--- src/design/oodt_defs.vh ---
`ifndef OODT_DEFS_VH
`define OODT_DEFS_VH

// ----------------------------------------
// Register map (byte addresses)
// ----------------------------------------
`define OODT_ADDR_ON_DELAY  8'h00
`define OODT_ADDR_OFF_DELAY 8'h04
`define OODT_ADDR_IN_SEL    8'h08
`define OODT_ADDR_OUT_SEL   8'h10
`define OODT_ADDR_STATUS    8'h14

// ----------------------------------------
// Field layout and values
// ----------------------------------------
`define OODT_DELAY_W        12
`define OODT_DELAY_MAX      12'hBB8
`define OODT_DELAY_RST      12'h000
`define OODT_FUNC_W         8
`define OODT_FUNC_TIMER_IN  8'h12
`define OODT_FUNC_TIMER_OUT 8'h0C
`define OODT_FUNC_RST       8'h00
`define OODT_NUM_IN         7
`define OODT_NUM_OUT        3

// ----------------------------------------
// Timing
// ----------------------------------------
`define OODT_CLK_HZ         50000000
`define OODT_TICK_MS        100
`define OODT_TICK_CYC       ((`OODT_CLK_HZ / 1000) * `OODT_TICK_MS)

`endif

--- src/design/oodt_timer.v ---
`timescale 1ns/1ps
`default_nettype none
`include "oodt_defs.vh"

module oodt_timer #(
   parameter TICK_CYC = `OODT_TICK_CYC
) (
   input wire aclk,
   input wire aresetn,
   input wire [6:0] din_pins,
   input wire [2:0] dout_others,
   output reg [2:0] dout_pins,
   input wire [7:0] s_axi_awaddr,
   input wire [2:0] s_axi_awprot,
   input wire s_axi_awvalid,
   output wire s_axi_awready,
   input wire [31:0] s_axi_wdata,
   input wire [3:0] s_axi_wstrb,
   input wire s_axi_wvalid,
   output wire s_axi_wready,
   output wire [1:0] s_axi_bresp,
   output wire s_axi_bvalid,
   input wire s_axi_bready,
   input wire [7:0] s_axi_araddr,
   input wire [2:0] s_axi_arprot,
   input wire s_axi_arvalid,
   output wire s_axi_arready,
   output wire [31:0] s_axi_rdata,
   output wire [1:0] s_axi_rresp,
   output wire s_axi_rvalid,
   input wire s_axi_rready
);
   // ----------------------------------------
   // Registers
   // ----------------------------------------
   reg [`OODT_DELAY_W-1:0] on_delay_setting_ff;
   reg [`OODT_DELAY_W-1:0] off_delay_setting_ff;
   reg [`OODT_FUNC_W*`OODT_NUM_IN-1:0] input_function_select_ff;
   reg [`OODT_FUNC_W*`OODT_NUM_OUT-1:0] output_function_select_ff;
   reg [7:0] awaddr_ff;
   reg aw_full_ff;
   reg [31:0] wdata_ff;
   reg [3:0] wstrb_ff;
   reg w_full_ff;
   reg bvalid_ff;
   reg [1:0] bresp_ff;
   reg rvalid_ff;
   reg [31:0] rdata_ff;
   reg [1:0] rresp_ff;
   reg [31:0] tick_cnt_ff;
   reg tick_ff;
   reg timer_in_ff;
   reg timer_out_ff;
   reg [`OODT_DELAY_W-1:0] delay_cnt_ff;
   reg [`OODT_DELAY_W-1:0] nxt_delay_cnt;
   reg nxt_timer_out;
   reg [`OODT_FUNC_W-1:0] w_func;
   reg [`OODT_DELAY_W-1:0] w_delay;
   reg [`OODT_DELAY_W-1:0] sel_delay;
   reg in_level;
   reg in_assigned;
   reg out_assigned;
   reg [31:0] rd_val;
   reg rd_ok;
   wire [6:0] din_sync;
   wire do_write;
   wire [7:0] waddr;
   wire [7:0] raddr;
   integer k;
   integer ks;
   integer ko;

   // ----------------------------------------
   // Pin synchronisers
   // ----------------------------------------
   oodt_sync #(.WIDTH(`OODT_NUM_IN)) u_sync (
      .aclk(aclk),
      .aresetn(aresetn),
      .pin_in(din_pins),
      .level_out(din_sync)
   );

   // ----------------------------------------
   // AXI4-Lite write channel
   // ----------------------------------------
   assign s_axi_awready = !aw_full_ff && !bvalid_ff;
   assign s_axi_wready = !w_full_ff && !bvalid_ff;
   assign s_axi_bvalid = bvalid_ff;
   assign s_axi_bresp = bresp_ff;
   assign do_write = aw_full_ff && w_full_ff && !bvalid_ff;
   assign waddr = {awaddr_ff[7:2], 2'b00};

   always @* begin
      w_func = wdata_ff[`OODT_FUNC_W-1:0];
      // Out-of-range delay writes clamp to the maximum
      if (wdata_ff[`OODT_DELAY_W-1:0] > `OODT_DELAY_MAX || wdata_ff[31:`OODT_DELAY_W] != 20'h00000) begin
         w_delay = `OODT_DELAY_MAX;
      end else begin
         w_delay = wdata_ff[`OODT_DELAY_W-1:0];
      end
   end

   always @(posedge aclk) begin
      if (!aresetn) begin
         aw_full_ff <= 1'b0;
         w_full_ff <= 1'b0;
         awaddr_ff <= 8'h00;
         wdata_ff <= 32'h00000000;
         wstrb_ff <= 4'h0;
         bvalid_ff <= 1'b0;
         bresp_ff <= 2'h0;
         on_delay_setting_ff <= `OODT_DELAY_RST;
         off_delay_setting_ff <= `OODT_DELAY_RST;
         input_function_select_ff <= {`OODT_NUM_IN{`OODT_FUNC_RST}};
         output_function_select_ff <= {`OODT_NUM_OUT{`OODT_FUNC_RST}};
      end else begin
         if (s_axi_awvalid && s_axi_awready) begin
            aw_full_ff <= 1'b1;
            awaddr_ff <= s_axi_awaddr;
         end
         if (s_axi_wvalid && s_axi_wready) begin
            w_full_ff <= 1'b1;
            wdata_ff <= s_axi_wdata;
            wstrb_ff <= s_axi_wstrb;
         end
         if (bvalid_ff && s_axi_bready) begin
            bvalid_ff <= 1'b0;
         end
         if (do_write) begin
            aw_full_ff <= 1'b0;
            w_full_ff <= 1'b0;
            bvalid_ff <= 1'b1;
            bresp_ff <= 2'h0;
            if (waddr == `OODT_ADDR_ON_DELAY) begin
               if (wstrb_ff[1:0] == 2'h3) begin
                  on_delay_setting_ff <= w_delay;
               end
            end else if (waddr == `OODT_ADDR_OFF_DELAY) begin
               if (wstrb_ff[1:0] == 2'h3) begin
                  off_delay_setting_ff <= w_delay;
               end
            end else if (waddr == `OODT_ADDR_IN_SEL) begin
               // Byte n selects function of input n; lane 3 of the next word is ignored
               for (k = 0; k < 4; k = k + 1) begin
                  if (wstrb_ff[k]) begin
                     input_function_select_ff[k*8 +: 8] <= wdata_ff[k*8 +: 8];
                  end
               end
            end else if (waddr == `OODT_ADDR_IN_SEL + 8'h04) begin
               for (k = 0; k < 3; k = k + 1) begin
                  if (wstrb_ff[k]) begin
                     input_function_select_ff[32 + k*8 +: 8] <= wdata_ff[k*8 +: 8];
                  end
               end
            end else if (waddr == `OODT_ADDR_OUT_SEL) begin
               for (k = 0; k < 3; k = k + 1) begin
                  if (wstrb_ff[k]) begin
                     output_function_select_ff[k*8 +: 8] <= wdata_ff[k*8 +: 8];
                  end
               end
            end else if (waddr == `OODT_ADDR_STATUS) begin
               bresp_ff <= 2'h2;
            end else begin
               bresp_ff <= 2'h2;
            end
         end
      end
   end

   // ----------------------------------------
   // AXI4-Lite read channel
   // ----------------------------------------
   assign s_axi_arready = !rvalid_ff;
   assign s_axi_rvalid = rvalid_ff;
   assign s_axi_rdata = rdata_ff;
   assign s_axi_rresp = rresp_ff;
   assign raddr = {s_axi_araddr[7:2], 2'b00};

   always @* begin
      rd_val = 32'h00000000;
      rd_ok = 1'b1;
      if (raddr == `OODT_ADDR_ON_DELAY) begin
         rd_val[`OODT_DELAY_W-1:0] = on_delay_setting_ff;
      end else if (raddr == `OODT_ADDR_OFF_DELAY) begin
         rd_val[`OODT_DELAY_W-1:0] = off_delay_setting_ff;
      end else if (raddr == `OODT_ADDR_IN_SEL) begin
         rd_val = input_function_select_ff[31:0];
      end else if (raddr == `OODT_ADDR_IN_SEL + 8'h04) begin
         rd_val[23:0] = input_function_select_ff[55:32];
      end else if (raddr == `OODT_ADDR_OUT_SEL) begin
         rd_val[23:0] = output_function_select_ff;
      end else if (raddr == `OODT_ADDR_STATUS) begin
         rd_val = {16'h0000, delay_cnt_ff[11:0], in_assigned & out_assigned, 1'b0, timer_out_ff, timer_in_ff};
      end else begin
         rd_ok = 1'b0;
      end
   end

   always @(posedge aclk) begin
      if (!aresetn) begin
         rvalid_ff <= 1'b0;
         rdata_ff <= 32'h00000000;
         rresp_ff <= 2'h0;
      end else if (rvalid_ff) begin
         if (s_axi_rready) begin
            rvalid_ff <= 1'b0;
         end
      end else if (s_axi_arvalid) begin
         rvalid_ff <= 1'b1;
         rdata_ff <= rd_val;
         rresp_ff <= rd_ok ? 2'h0 : 2'h2;
      end
   end

   // ----------------------------------------
   // Input selection and 0.1 s tick
   // ----------------------------------------
   always @* begin
      in_level = 1'b0;
      in_assigned = 1'b0;
      out_assigned = 1'b0;
      // Lowest-numbered input carrying the timer code starts the timer
      for (ks = `OODT_NUM_IN - 1; ks >= 0; ks = ks - 1) begin
         if (input_function_select_ff[ks*8 +: 8] == `OODT_FUNC_TIMER_IN) begin
            in_assigned = 1'b1;
            in_level = din_sync[ks];
         end
      end
      for (ks = 0; ks < `OODT_NUM_OUT; ks = ks + 1) begin
         if (output_function_select_ff[ks*8 +: 8] == `OODT_FUNC_TIMER_OUT) begin
            out_assigned = 1'b1;
         end
      end
   end

   // Free-running tick, not gated by any motor state
   always @(posedge aclk) begin
      if (!aresetn) begin
         tick_cnt_ff <= 32'h00000000;
         tick_ff <= 1'b0;
      end else if (tick_cnt_ff == TICK_CYC - 1) begin
         tick_cnt_ff <= 32'h00000000;
         tick_ff <= 1'b1;
      end else begin
         tick_cnt_ff <= tick_cnt_ff + 32'h00000001;
         tick_ff <= 1'b0;
      end
   end

   // ----------------------------------------
   // On/off delay engine
   // ----------------------------------------
   always @* begin
      sel_delay = timer_in_ff ? on_delay_setting_ff : off_delay_setting_ff;
      nxt_delay_cnt = delay_cnt_ff;
      nxt_timer_out = timer_out_ff;
      if (!(in_assigned && out_assigned)) begin
         nxt_delay_cnt = `OODT_DELAY_RST;
         nxt_timer_out = 1'b0;
      end else if (in_level != timer_in_ff) begin
         nxt_delay_cnt = `OODT_DELAY_RST;
      end else if (timer_out_ff == timer_in_ff) begin
         nxt_delay_cnt = `OODT_DELAY_RST;
      end else if (tick_ff) begin
         if (delay_cnt_ff >= sel_delay) begin
            nxt_timer_out = timer_in_ff;
            nxt_delay_cnt = `OODT_DELAY_RST;
         end else begin
            nxt_delay_cnt = delay_cnt_ff + 12'h001;
         end
      end
   end

   always @(posedge aclk) begin
      if (!aresetn) begin
         timer_in_ff <= 1'b0;
         timer_out_ff <= 1'b0;
         delay_cnt_ff <= `OODT_DELAY_RST;
      end else begin
         timer_in_ff <= in_level;
         timer_out_ff <= nxt_timer_out;
         delay_cnt_ff <= nxt_delay_cnt;
      end
   end

   // ----------------------------------------
   // Output routing
   // ----------------------------------------
   always @(posedge aclk) begin
      if (!aresetn) begin
         dout_pins <= 3'h0;
      end else begin
         for (ko = 0; ko < `OODT_NUM_OUT; ko = ko + 1) begin
            if (output_function_select_ff[ko*8 +: 8] == `OODT_FUNC_TIMER_OUT) begin
               dout_pins[ko] <= timer_out_ff;
            end else begin
               dout_pins[ko] <= dout_others[ko];
            end
         end
      end
   end
endmodule // oodt_timer

`default_nettype wire

--- src/design/oodt_sync.v ---
`timescale 1ns/1ps
`default_nettype none

// ----------------------------------------
// Three-stage pin synchroniser per bit
// ----------------------------------------
module oodt_sync #(
   parameter WIDTH = 7
) (
   input wire aclk,
   input wire aresetn,
   input wire [WIDTH-1:0] pin_in,
   output wire [WIDTH-1:0] level_out
);
   reg [WIDTH-1:0] s1_ff;
   reg [WIDTH-1:0] s2_ff;
   reg [WIDTH-1:0] s3_ff;
   reg [WIDTH-1:0] lvl_ff;
   genvar i;

   generate
      for (i = 0; i < WIDTH; i = i + 1) begin : g_bit
         always @(posedge aclk) begin
            if (!aresetn) begin
               s1_ff[i] <= 1'b0;
               s2_ff[i] <= 1'b0;
               s3_ff[i] <= 1'b0;
               lvl_ff[i] <= 1'b0;
            end else begin
               s1_ff[i] <= pin_in[i];
               s2_ff[i] <= s1_ff[i];
               s3_ff[i] <= s2_ff[i];
               if (s2_ff[i] == s3_ff[i]) begin
                  lvl_ff[i] <= s3_ff[i];
               end
            end
         end
      end
   endgenerate

   assign level_out = lvl_ff;
endmodule // oodt_sync

`default_nettype wire

--- config.mk ---
export PLATFORM = sky130hd
export DESIGN_NAME = oodt_timer
export DESIGN_NICKNAME = d
export VERILOG_FILES = /design/src/design/oodt_timer.v /design/src/design/oodt_sync.v
export VERILOG_INCLUDE_DIRS = /design/src /design/src/design
export SDC_FILE = /design/constraint.sdc
export NUM_CORES = 1
export LEC_CHECK = 0
export BUFFER_PORTS_ARGS = -buffer_cell sky130_fd_sc_hd__buf_2
export CORE_MARGIN = 1
export CORE_UTILIZATION = 46
export CTS_BUF_LIST = sky130_fd_sc_hd__clkbuf_4
export DETAILED_ROUTE_END_ITERATION = 12
export HOLD_SLACK_MARGIN = 0.15
export PLACE_DENSITY_LB_ADDON = 0.3
export SYNTH_ARGS = -nofsm -noshare
export SYNTH_HDL_FRONTEND = slang
export SYNTH_SLANG_ARGS = --single-unit
--- constraint.sdc ---
create_clock -name aclk -period 5.9 [get_ports aclk]
set_input_delay 1.18 -clock aclk [delete_from_list [all_inputs] [get_ports aclk]]
set_output_delay 1.18 -clock aclk [all_outputs]
set_load 0.05 [all_outputs]
# Yosys cells after proc, flatten, opt, wreduce, memory -nomap -nowiden
# Index checks and enable logic that the tools add are counted.
# Widths: inputs -> output; s select.
# classes
n_bitwise	10
n_reduce_logical	35
eq_ne	30
n_mux	49
n_addsub	2
magnitude_cmp	2
# op_table
cell	count
$mux 12	5
$eq 8x5->1 const B	7
$mux 24	2
$mux 20	2
$add 32x1->32 const B	1
$eq 32x23->1 const B	1
$mux 1	32
$mux 32	1
$eq 6x2->1 const B	4
$eq 8x4->1 const B	3
$reduce_and 7->1	3
$reduce_and 5->1	4
$reduce_bool 20->1	1
$eq 6x3->1 const B	3
$reduce_and 6->1	3
$logic_not 8->1	2
$mux 16	1
$add 12x1->12 const B	1
$eq 6x1->1 const B	2
$ge 12x12->1	1
$gt 12x12->1 const B	1
$mux 2	6
$not 1->1	9
$eq 1x1->1	8
other kinds (12)	25
# word_totals
register_bits	266
inputBits	75
output_inout_bits	44
elab_cells	184

# Longest topological paths before layout
# Gate-level depths: netlist (run 1).
# depth
depth_word	15
depth_mapped	11
ltp_nobuf	9

# Hierarchy
# From an unflattened synthesis (run 1), not the netlist that was laid out.
# unflattened
cells_unflattened	1247
area_unflattened_um2	11134.4
# by_module_without_submodules
module	n_inst	cells_per_inst	seq_area_each_um2	area_per_inst_um2
oodt_timer	1	1175	4684.5	10306.1
oodt_sync	1	72	560.5	828.3

# Worst setup path before layout (run 1)
# Ideal clock, no wire load.
# synth_timing
path_type	register to register
start	reg timer_in_ff
end	reg delay_cnt_ff[0]
setup_time_ns	0.064
t_arrival_ns	2.643
synth_period_minus_slack_ns	2.707
required_ns	5.836
stages_incl_launch_ff	12
path_slack_ns	3.193
cell_sequence	dfxtp_1 -> clkbuf_1 -> buf_1 -> mux2i_1 -> ha_1 -> a211o_1 -> a31oi_1 -> o221ai_1 -> a31oi_1 -> o2111ai_1 -> buf_6 -> nor2_1
# synth_via
elab_chain_cells	3
# synth_lines
element	line_no	source
start, declared	oodt_timer.v:52	reg timer_in_ff;
start signal, assigned	oodt_timer.v:280	timer_in_ff <= in_level;
$mux 12	oodt_timer.v:254	sel_delay = timer_in_ff ? on_delay_setting_ff : off_delay_setting_ff;
$ge 12x12->1	oodt_timer.v:265	if (delay_cnt_ff >= sel_delay) begin
$mux 12	oodt_timer.v:265	
end signal, assigned	oodt_timer.v:278	delay_cnt_ff <= `OODT_DELAY_RST;
end signal, assigned	oodt_timer.v:282	delay_cnt_ff <= nxt_delay_cnt;
end, declared	oodt_timer.v:54	reg [`OODT_DELAY_W-1:0] delay_cnt_ff;
# Several ways; a longest one is shown, not always the timed one.
# A chain may end at the register's enable or synchronous reset.

# Final worst setup path (run 1)
# layout_timing
start	reg timer_in_ff
end	reg delay_cnt_ff[3]
# The elaborated chain is that of the path after synthesis.

==> results of run 1 <==
==> final cells by class <==
type                            instances  area, um2
Clock buffer                          105      788.3
Inverter                                7      26.28
Fill cell                            2285      11330
Sequential cell                       262       5245
Timing Repair Buffer                  115      600.6
Tap cell                              324      405.4
Clock inverter                         16      67.56
Antenna cell                            2      5.005
Multi-Input combinational cell        892       5854
==> through the flow <==
stage               power [mW]  hold slack, ns  instances  utilization
floorplan                2.042          0.4119       1229            -
global placement         2.125          0.4147       1600       0.4988
detailed placement       2.129          0.4221       1600       0.4988
CTS                      3.676          0.4377       1721       0.5340
global route             3.797          0.4632       1722       0.5341
finish                   3.629          0.4353       1723       0.5342
==> worst max-delay path: stages, from the launching register on <==
cell and delay [ns]:
dfxtp_1 0.88, mux2i_1 0.25, ha_1 0.36, nand2_1 0.05
or3_1 0.33, o221ai_1 0.24, a31oi_1 0.18, o2111ai_1 0.78
nor2_1 0.10
==> flip-flops by register name, summed over array words and instances (netlist names), 3 cells and up <==
| signal | count |
|---|---|
| delay_cnt_ff | 12 |
| wdata_ff | 32 |
| u_sync.level_out | 7 |
| tick_cnt_ff | 32 |
| awaddr_ff | 6 |
| off_delay_setting_ff | 12 |
| input_function_select_ff | 56 |
| wstrb_ff | 4 |
| dout_pins | 3 |
| on_delay_setting_ff | 12 |
| u_sync.s3_ff | 7 |
| u_sync.s2_ff | 7 |
| output_function_select_ff | 24 |
| s_axi_rdata | 32 |
| u_sync.s1_ff | 7 |
==> layer usage <==
metal	share of wire	wire length, um	vias up
met5	0.00095	27	-
met4	0.023	656	4
met3	0.068	1941	62
met2	0.44	12620	297
met1	0.47	13300	4333
li1	-	-	4578
==> final timing paths <==
path,start,end,slack [ns],cells after the start
setup / recovery,timer_in_ff,delay_cnt_ff[3],2.54,8
hold / removal,u_sync.s1_ff[5],u_sync.s2_ff[5],0.44,1
setup reg to reg,timer_in_ff,delay_cnt_ff[3],2.54,8
hold reg to reg,u_sync.s1_ff[5],u_sync.s2_ff[5],0.44,1
==> power by group <==
| part | internal [mW] | switching [mW] |
|---|---|---|
| clock network | 0.810 | 0.727 |
| registers | 1.81 | 0.0421 |
| logic | 0.0835 | 0.158 |
==> logic make-up (layout without fill, tap and decap cells) <==
family	Yosys count	count (layout)	synth area share
xor+xnor	38	38	0.02924
buf+inv	75	243	0.02628
mux	132	132	0.1181
compound gates	205	205	0.1230
flops	262	262	0.4609
simple gates	501	501	0.2268
other cells	1	4	0.0003295
fa+ha+maj	14	14	0.01539
==> cell usage in the layout (no fill, tap or decap), types with 8 or more instances in the layout <==
cell type,instances
a21boi_0,60
a21oi_1,31
a222oi_1,8
a22o_1,8
a22oi_1,22
and2_1,33
and3_1,8
buf_2,105
buf_4,10
clkbuf_4,105
clkinv_1,11
dfxtp_1,262
ha_1,14
mux2_2,18
mux2i_1,114
nand2_1,152
nand3_1,40
nand4_1,9
nor2_1,78
nor2b_1,105
nor3_1,12
nor4_1,9
nor4b_1,20
o21ai_0,45
xnor2_1,16
xor2_1,22
==> out/qor.txt, run 1 <==
==============================================================================
Highest Clock Rate                                                  0.2973 GHz
Via count of the routed design                                            9274
Post-layout nets                                                          1440
Pin count of the biggest net entering global routing                       112
Met2 track demand over resource in global routing                       0.3491
Headroom to the max-slew limit                                          0.2072
Met1 layer usage reported by global route                               0.3096
Met3 track demand over resource in global routing                      0.05522
Final number of hold-violating endpoints                                     0
Synth warnings                                                               0
Number of instances in the synthesized netlist                            1228
Final HPWL from detailed placement                                    19800 um
Number of CTS-inserted buffers                                              73
Buffer depth of the longest clock path                                       3
Category of the worst setup path launch point                        flip-flop
Number of slew-limit violations in the final report                          0
Routed wire length per instance                                       16.57 um
Buffers on Ports                                                           106
Area growth syn-to-layout                                               14.16%
Fin crit period                                                       3.363 ns
Max-capacitance violation count                                              0
Drt first pass iters                                                         6
Clk Latency, worst-skew pair                                           0.68 ns
Total power density per cell area                                 279.3 nW/um2
Total gr overflow                                                            0
Number of synthesized flops with an enable pin                               0
Top post-synthesis cells by count                                 262 x dfxtp_1, 152 x nand2_1, 114 x mux2i_1
CTS tree                                                                  done
Data arrival time of the critical path                                 3.87 ns
Capturing element type of the critical path                          flip-flop
Vias per inst                                                            5.382
Leading area contributor after synthesis                               dfxtp_1
Placer Congestion                                                       0.8415
Number of sinks driven by the clock tree                                   262
Setup repair after global routing missed its margin                      false
Startpoint-to-endpoint class of the critical path                      reg2reg
First-pass GRT wire length                                            46240 um
Final design area excluding fillers                                  12990 um2
Maximum vdd drop                                                      149.0 uV
Total of flip-flops plus latches after synthesis                           262
Final worst-path cycle share                                            0.5701
Total setup buffers inserted after CTS                                       0
Post-cts hold buffer count                                                   0
Ys async rst share                                                           0
H-tree depth                                                                 3
Initial core utilization                                                0.4680
DRC violation count after routing                                            0
Transition time at the pin with the least slew margin                 1.189 ns
Worst Path Max Fanout                                                       16
Proportion of netlist area held by the largest area contributor         0.4609
Antenna violation net count after detailed routing                           0
Unique cell type count in the Yosys netlist                                 59
Most used routing layer in global routing                                 met2
Ranking of synthesized cells by area                              dfxtp_1 46%, mux2i_1 10%, nor2b_1 5.8%
Die span in y                                                         159.3 um
Worst Path Required                                                    6.41 ns
Final setup violation count                                                  0
Worst Skew                                                          0.05058 ns
Final Routed Wirelength                                               28550 um
Top-count cell post-synth                                              dfxtp_1
Clk pin slew, worst setup/hold paths                                   0.07 ns
Most used flip-flop cell after synthesis                               dfxtp_1
Share of post-route cells with drive strength above 1                   0.1790
Die Area                                                             25370 um2
Overall track demand over capacity in global routing                    0.2269
Worst min-delay path category                                          reg2reg
Status                                                               completed
Proportion of synthesized chip area in sequential cells                 0.4609
Total Neg Setup Slack                                                     0 ns
Iter 0 DRT Violations                                                      648
Area of the mapped netlist                                           11380 um2
Count of boundary I/O pins                                                 119
PnR worst setup slack                                                 2.537 ns
Number of global-route vias before repair                                 8819
Reported leakage power                                                5.159 nW
Area of the placeable core                                           24320 um2
Initial antenna violation count                                              3
Synthesized area per cell                                            9.268 um2
Post-cts sizing count                                                        0
Setup WS pre-CTS                                                      2.512 ns
Core Rows                                                                   57
Post-DP Area                                                         12130 um2
Root cell of the clock tree                                           clkbuf_4
Width of the chip                                                     159.3 um
==============================================================================
Power figures use the tool's default switching activity.
==> run 2: changes to the inputs <==
--- a/config.mk
+++ b/config.mk
@@ -6,6 +6,7 @@
 export SDC_FILE = /design/constraint.sdc
 export NUM_CORES = 1
 export LEC_CHECK = 0
+export ABC_AREA = 1
 export BUFFER_PORTS_ARGS = -buffer_cell sky130_fd_sc_hd__buf_2
 export CORE_MARGIN = 1
 export CORE_UTILIZATION = 46
==> constraint.sdc (replaced) <==
create_clock -name aclk -period 3.3 [get_ports aclk]
set_input_delay 0.66 -clock aclk [delete_from_list [all_inputs] [get_ports aclk]]
set_output_delay 0.66 -clock aclk [all_outputs]
set_load 0.05 [all_outputs]
==> run 2 against run 1 <==
  * Clock-buffer cell count decreased by 3
  * Sequential share of layout area decreased by 0.054 points
  * Via count increased by 12%
  * Global-route usage increased by 1.3 points
  * Critical path depth increased by 3
  * Critical path type unchanged
  * Critical endpoint is now delay_cnt_ff[0]
==> out/qor.txt, run 2 <==
==================================================================================
Status                                                                   completed
Transition time at the pin with the least slew margin                     1.006 ns
Synth warnings                                                                   0
Total power density per cell area                                     510.9 nW/um2
Number of slew-limit violations in the final report                              0
Worst Path Max Fanout                                                           11
Die Area                                                                 25180 um2
Root cell of the clock tree                                               clkbuf_4
Headroom to the max-slew limit                                              0.3293
Via count of the routed design                                               10430
Count of boundary I/O pins                                                     119
Flip-flop count of the largest register, all copies and words added             56
Die span in y                                                             158.7 um
Leading cell types in the layout, fill and taps excluded              262 x dfxtp_1, 231 x nand2_1, 198 x nor2_1
Comb pwr share                                                               0.066
Buffers on Ports                                                               106
Synthesized area per cell                                                7.415 um2
Register containing the most flip-flops in the final layout           input_function_select_ff
H-tree depth                                                                     3
Sw Pwr                                                                    1.706 mW
Final worst-path cycle share                                                0.7867
Xor/xnor cell area share of the yosys netlist                              0.01629
Unique cell type count in the Yosys netlist                                     51
Drt first pass iters                                                             5
Highest Clock Rate                                                      0.3852 GHz
Clk pin slew, worst setup/hold paths                                       0.07 ns
Proportion of synthesized chip area in sequential cells                     0.4644
Category of the worst setup path launch point                            flip-flop
Pin count of the biggest net entering global routing                           114
Synth Area in Simple Gates                                                  0.2334
Ys async rst share                                                               0
Worst-case register-to-register setup slack                                0.70 ns
Top post-synthesis cells by count                                     262 x dfxtp_1, 231 x nand2_1, 198 x nor2_1
Leading cell type in the layout, fill and taps excluded                    dfxtp_1
Data arrival time of the critical path                                     3.19 ns
Total Neg Setup Slack                                                         0 ns
Switching part of the total                                                 0.2566
Fin crit period                                                           2.596 ns
Area of the placeable core                                               23750 um2
Number of global-route vias before repair                                     9501
Setup WS pre-CTS                                                         0.6222 ns
Number of synthesized flops with an enable pin                                   0
Post-cts sizing count                                                            0
Initial core utilization                                                    0.4755
Sequential share of power                                                    0.499
Final Routed Wirelength                                                   29650 um
Crit path cell chain                                                  inv_1 -> nand2_1 -> o21ai_0 -> ha_1 -> nand2_1 -> nor2_1 -> a211oi_1 -> nand4_1 -> nand2_1 -> nand3_1 -> nor2_1
Initial antenna violation count                                                  1
Leading area contributor after synthesis                                   dfxtp_1
Share of post-route cells with drive strength above 1                       0.1706
Final setup violation count                                                      0
Internal power                                                            4.940 mW
Antenna violation net count after detailed routing                               0
Iter 0 DRT Violations                                                          790
First-pass GRT wire length                                                47120 um
Main combinational cell family by area after synthesis                simple AND/OR/NAND/NOR gates
Core Rows                                                                       56
Startpoint-to-endpoint class of the critical path                          reg2reg
Post-layout nets                                                              1747
Buffer depth of the longest clock path                                           3
Multiplexer fraction of the synthesized cell area                        0.0008863
Total gr overflow                                                                0
Vias per inst                                                                5.147
Library cell appearing most often on the critical path                     nand2_1
Overall track demand over capacity in global routing                        0.2400
CTS tree                                                                      done
Reported leakage power                                                    5.385 nW
Fin util                                                                    0.5477
Routed wire length per instance                                           14.64 um
Fill cell total of the finished layout                                        2282
Synthesized-area fraction occupied by adder cells                          0.01551
Worst Path Required                                                        3.90 ns
Worst Skew                                                              0.03891 ns
DRC violation count after routing                                                0
Proportion of netlist area held by the largest area contributor             0.4644
Complex-gate fraction of the synthesized area                               0.1834
Placer Congestion                                                           0.9294
Delay contributed by the slowest stage of the critical path                0.54 ns
Number of instances in the synthesized netlist                                1523
Top-count cell post-synth                                                  dfxtp_1
Area growth syn-to-layout                                                   15.20%
Clk Latency, worst-skew pair                                               0.68 ns
Max-capacitance violation count                                                  0
Most used flip-flop cell after synthesis                                   dfxtp_1
Post-route total power                                                    6.646 mW
Area of the mapped netlist                                               11290 um2
Ranking of synthesized cells by area                                  dfxtp_1 46%, o21ai_0 8.1%, nand2_1 7.7%
Highest-delay cell along the critical path                                 dfxtp_1
Number of sinks driven by the clock tree                                       262
PnR worst setup slack                                                    0.7040 ns
Clock network fraction of total power                                        0.435
Final HPWL from detailed placement                                        21150 um
Total of flip-flops plus latches after synthesis                               262
Capturing element type of the critical path                              flip-flop
Setup repair after global routing missed its margin                          false
Number of CTS-inserted buffers                                                  70
Maximum vdd drop                                                          329.9 uV
Final number of hold-violating endpoints                                         0
Width of the chip                                                         158.7 um
Worst min-delay path category                                               in2reg
==================================================================================
==> run 2: cell count changes after synthesis, moves of 19 or more <==
cell	previous run	this run
a21boi_0	60	0
a21oi_1	31	163
a22oi_1	22	1
and2_1	33	0
inv_1	7	169
mux2i_1	114	1
nand2_1	152	231
nor2_1	78	198
nor2b_1	106	0
nor3_1	12	38
nor4b_1	20	1
o21ai_0	45	183
==> run 2: logic make-up (layout without fill, tap and decap cells) <==
family,Yosys count,after routing
compound gates,391,391
xor+xnor,21,21
fa+ha+maj,14,14
buf+inv,250,432
flops,262,262
mux,1,1
other cells,1,3
simple gates,583,583
==> run 2: cell type report <==
type,count,area [um2],share of cell area
Sequential cell,262,5245,0.4032
Multi-Input combinational cell,1012,5084,0.3907
Clock buffer,102,765.7,0.05886
Inverter,187,701.9,0.05395
Timing Repair Buffer,125,683.2,0.05251
Tap cell,319,399.1,0.03068
Clock inverter,18,128.9,0.009906
Antenna cell,1,2.502,0.0001923
==> run 2: worst max-delay path: cells and delay by family (launching register included) <==
kind,cells,cell delay (ns)
AO/OA/AOI/OAI,2,0.34
adder cells (fa/ha/maj),1,0.30
buffers and inverters,1,0.22
flip-flops,1,0.54
AND/OR/NAND/NOR,7,1.10
==> run 2: path summary, 6_finish.rpt <==
| kind | depth (start not counted) | endpoint | startpoint |
|---|---|---|---|
| max | 11 | delay_cnt_ff[0] | timer_in_ff |
| min | 3 | u_sync.s1_ff[3] | din_pins[3] |
| max reg2reg | 11 | delay_cnt_ff[0] | timer_in_ff |
| min reg2reg | 2 | u_sync.s2_ff[1] | u_sync.s1_ff[1] |
==> run 2: metrics by stage <==
stage / instances / hold WS [ns] / cell area (um2)
after global placement: 1902 / 0.3960 / 12080
after global routing: 2026 / 0.1567 / 13010
final: 2026 / 0.1919 / 13010
after floorplan: 1524 / 0.3905 / 11300
after CTS: 2025 / 0.1503 / 13010
after detailed placement: 1902 / 0.4038 / 12080
==> run 2: power groups by stage <==
| stage | sequential (mW) | clock, mW | combinational [mW] |
|---|---|---|---|
| 6_report | 3.32 | 2.89 | 0.437 |
| 5_1_grt | 3.32 | 3.16 | 0.486 |
| 4_1_cts | 3.32 | 2.97 | 0.438 |
| 3_5_place_dp | 3.39 | 0 | 0.434 |
| 3_3_place_gp | 3.38 | 0 | 0.427 |
| 2_1_floorplan | 3.40 | 0 | 0.259 |
==> run 2: timing repair <==
item | 4_1_cts | 5_1_grt
hold endpoints to repair | 3 | 0
buffers inserted | 0 | 0
hold buffers | 3 | 0
==> run 2: per-layer routing <==
| layer | part of all wire | global-route usage | wire, um | vias up |
|---|---|---|---|---|
| met5 | 0 | 0 | 0 | - |
| met4 | 0.022 | 0.09112 | 645 | 0 |
| met3 | 0.060 | 0.04818 | 1784 | 65 |
| met2 | 0.44 | 0.3757 | 13000 | 308 |
| met1 | 0.48 | 0.3246 | 14220 | 4736 |
| li1 | - | - | - | 5318 |
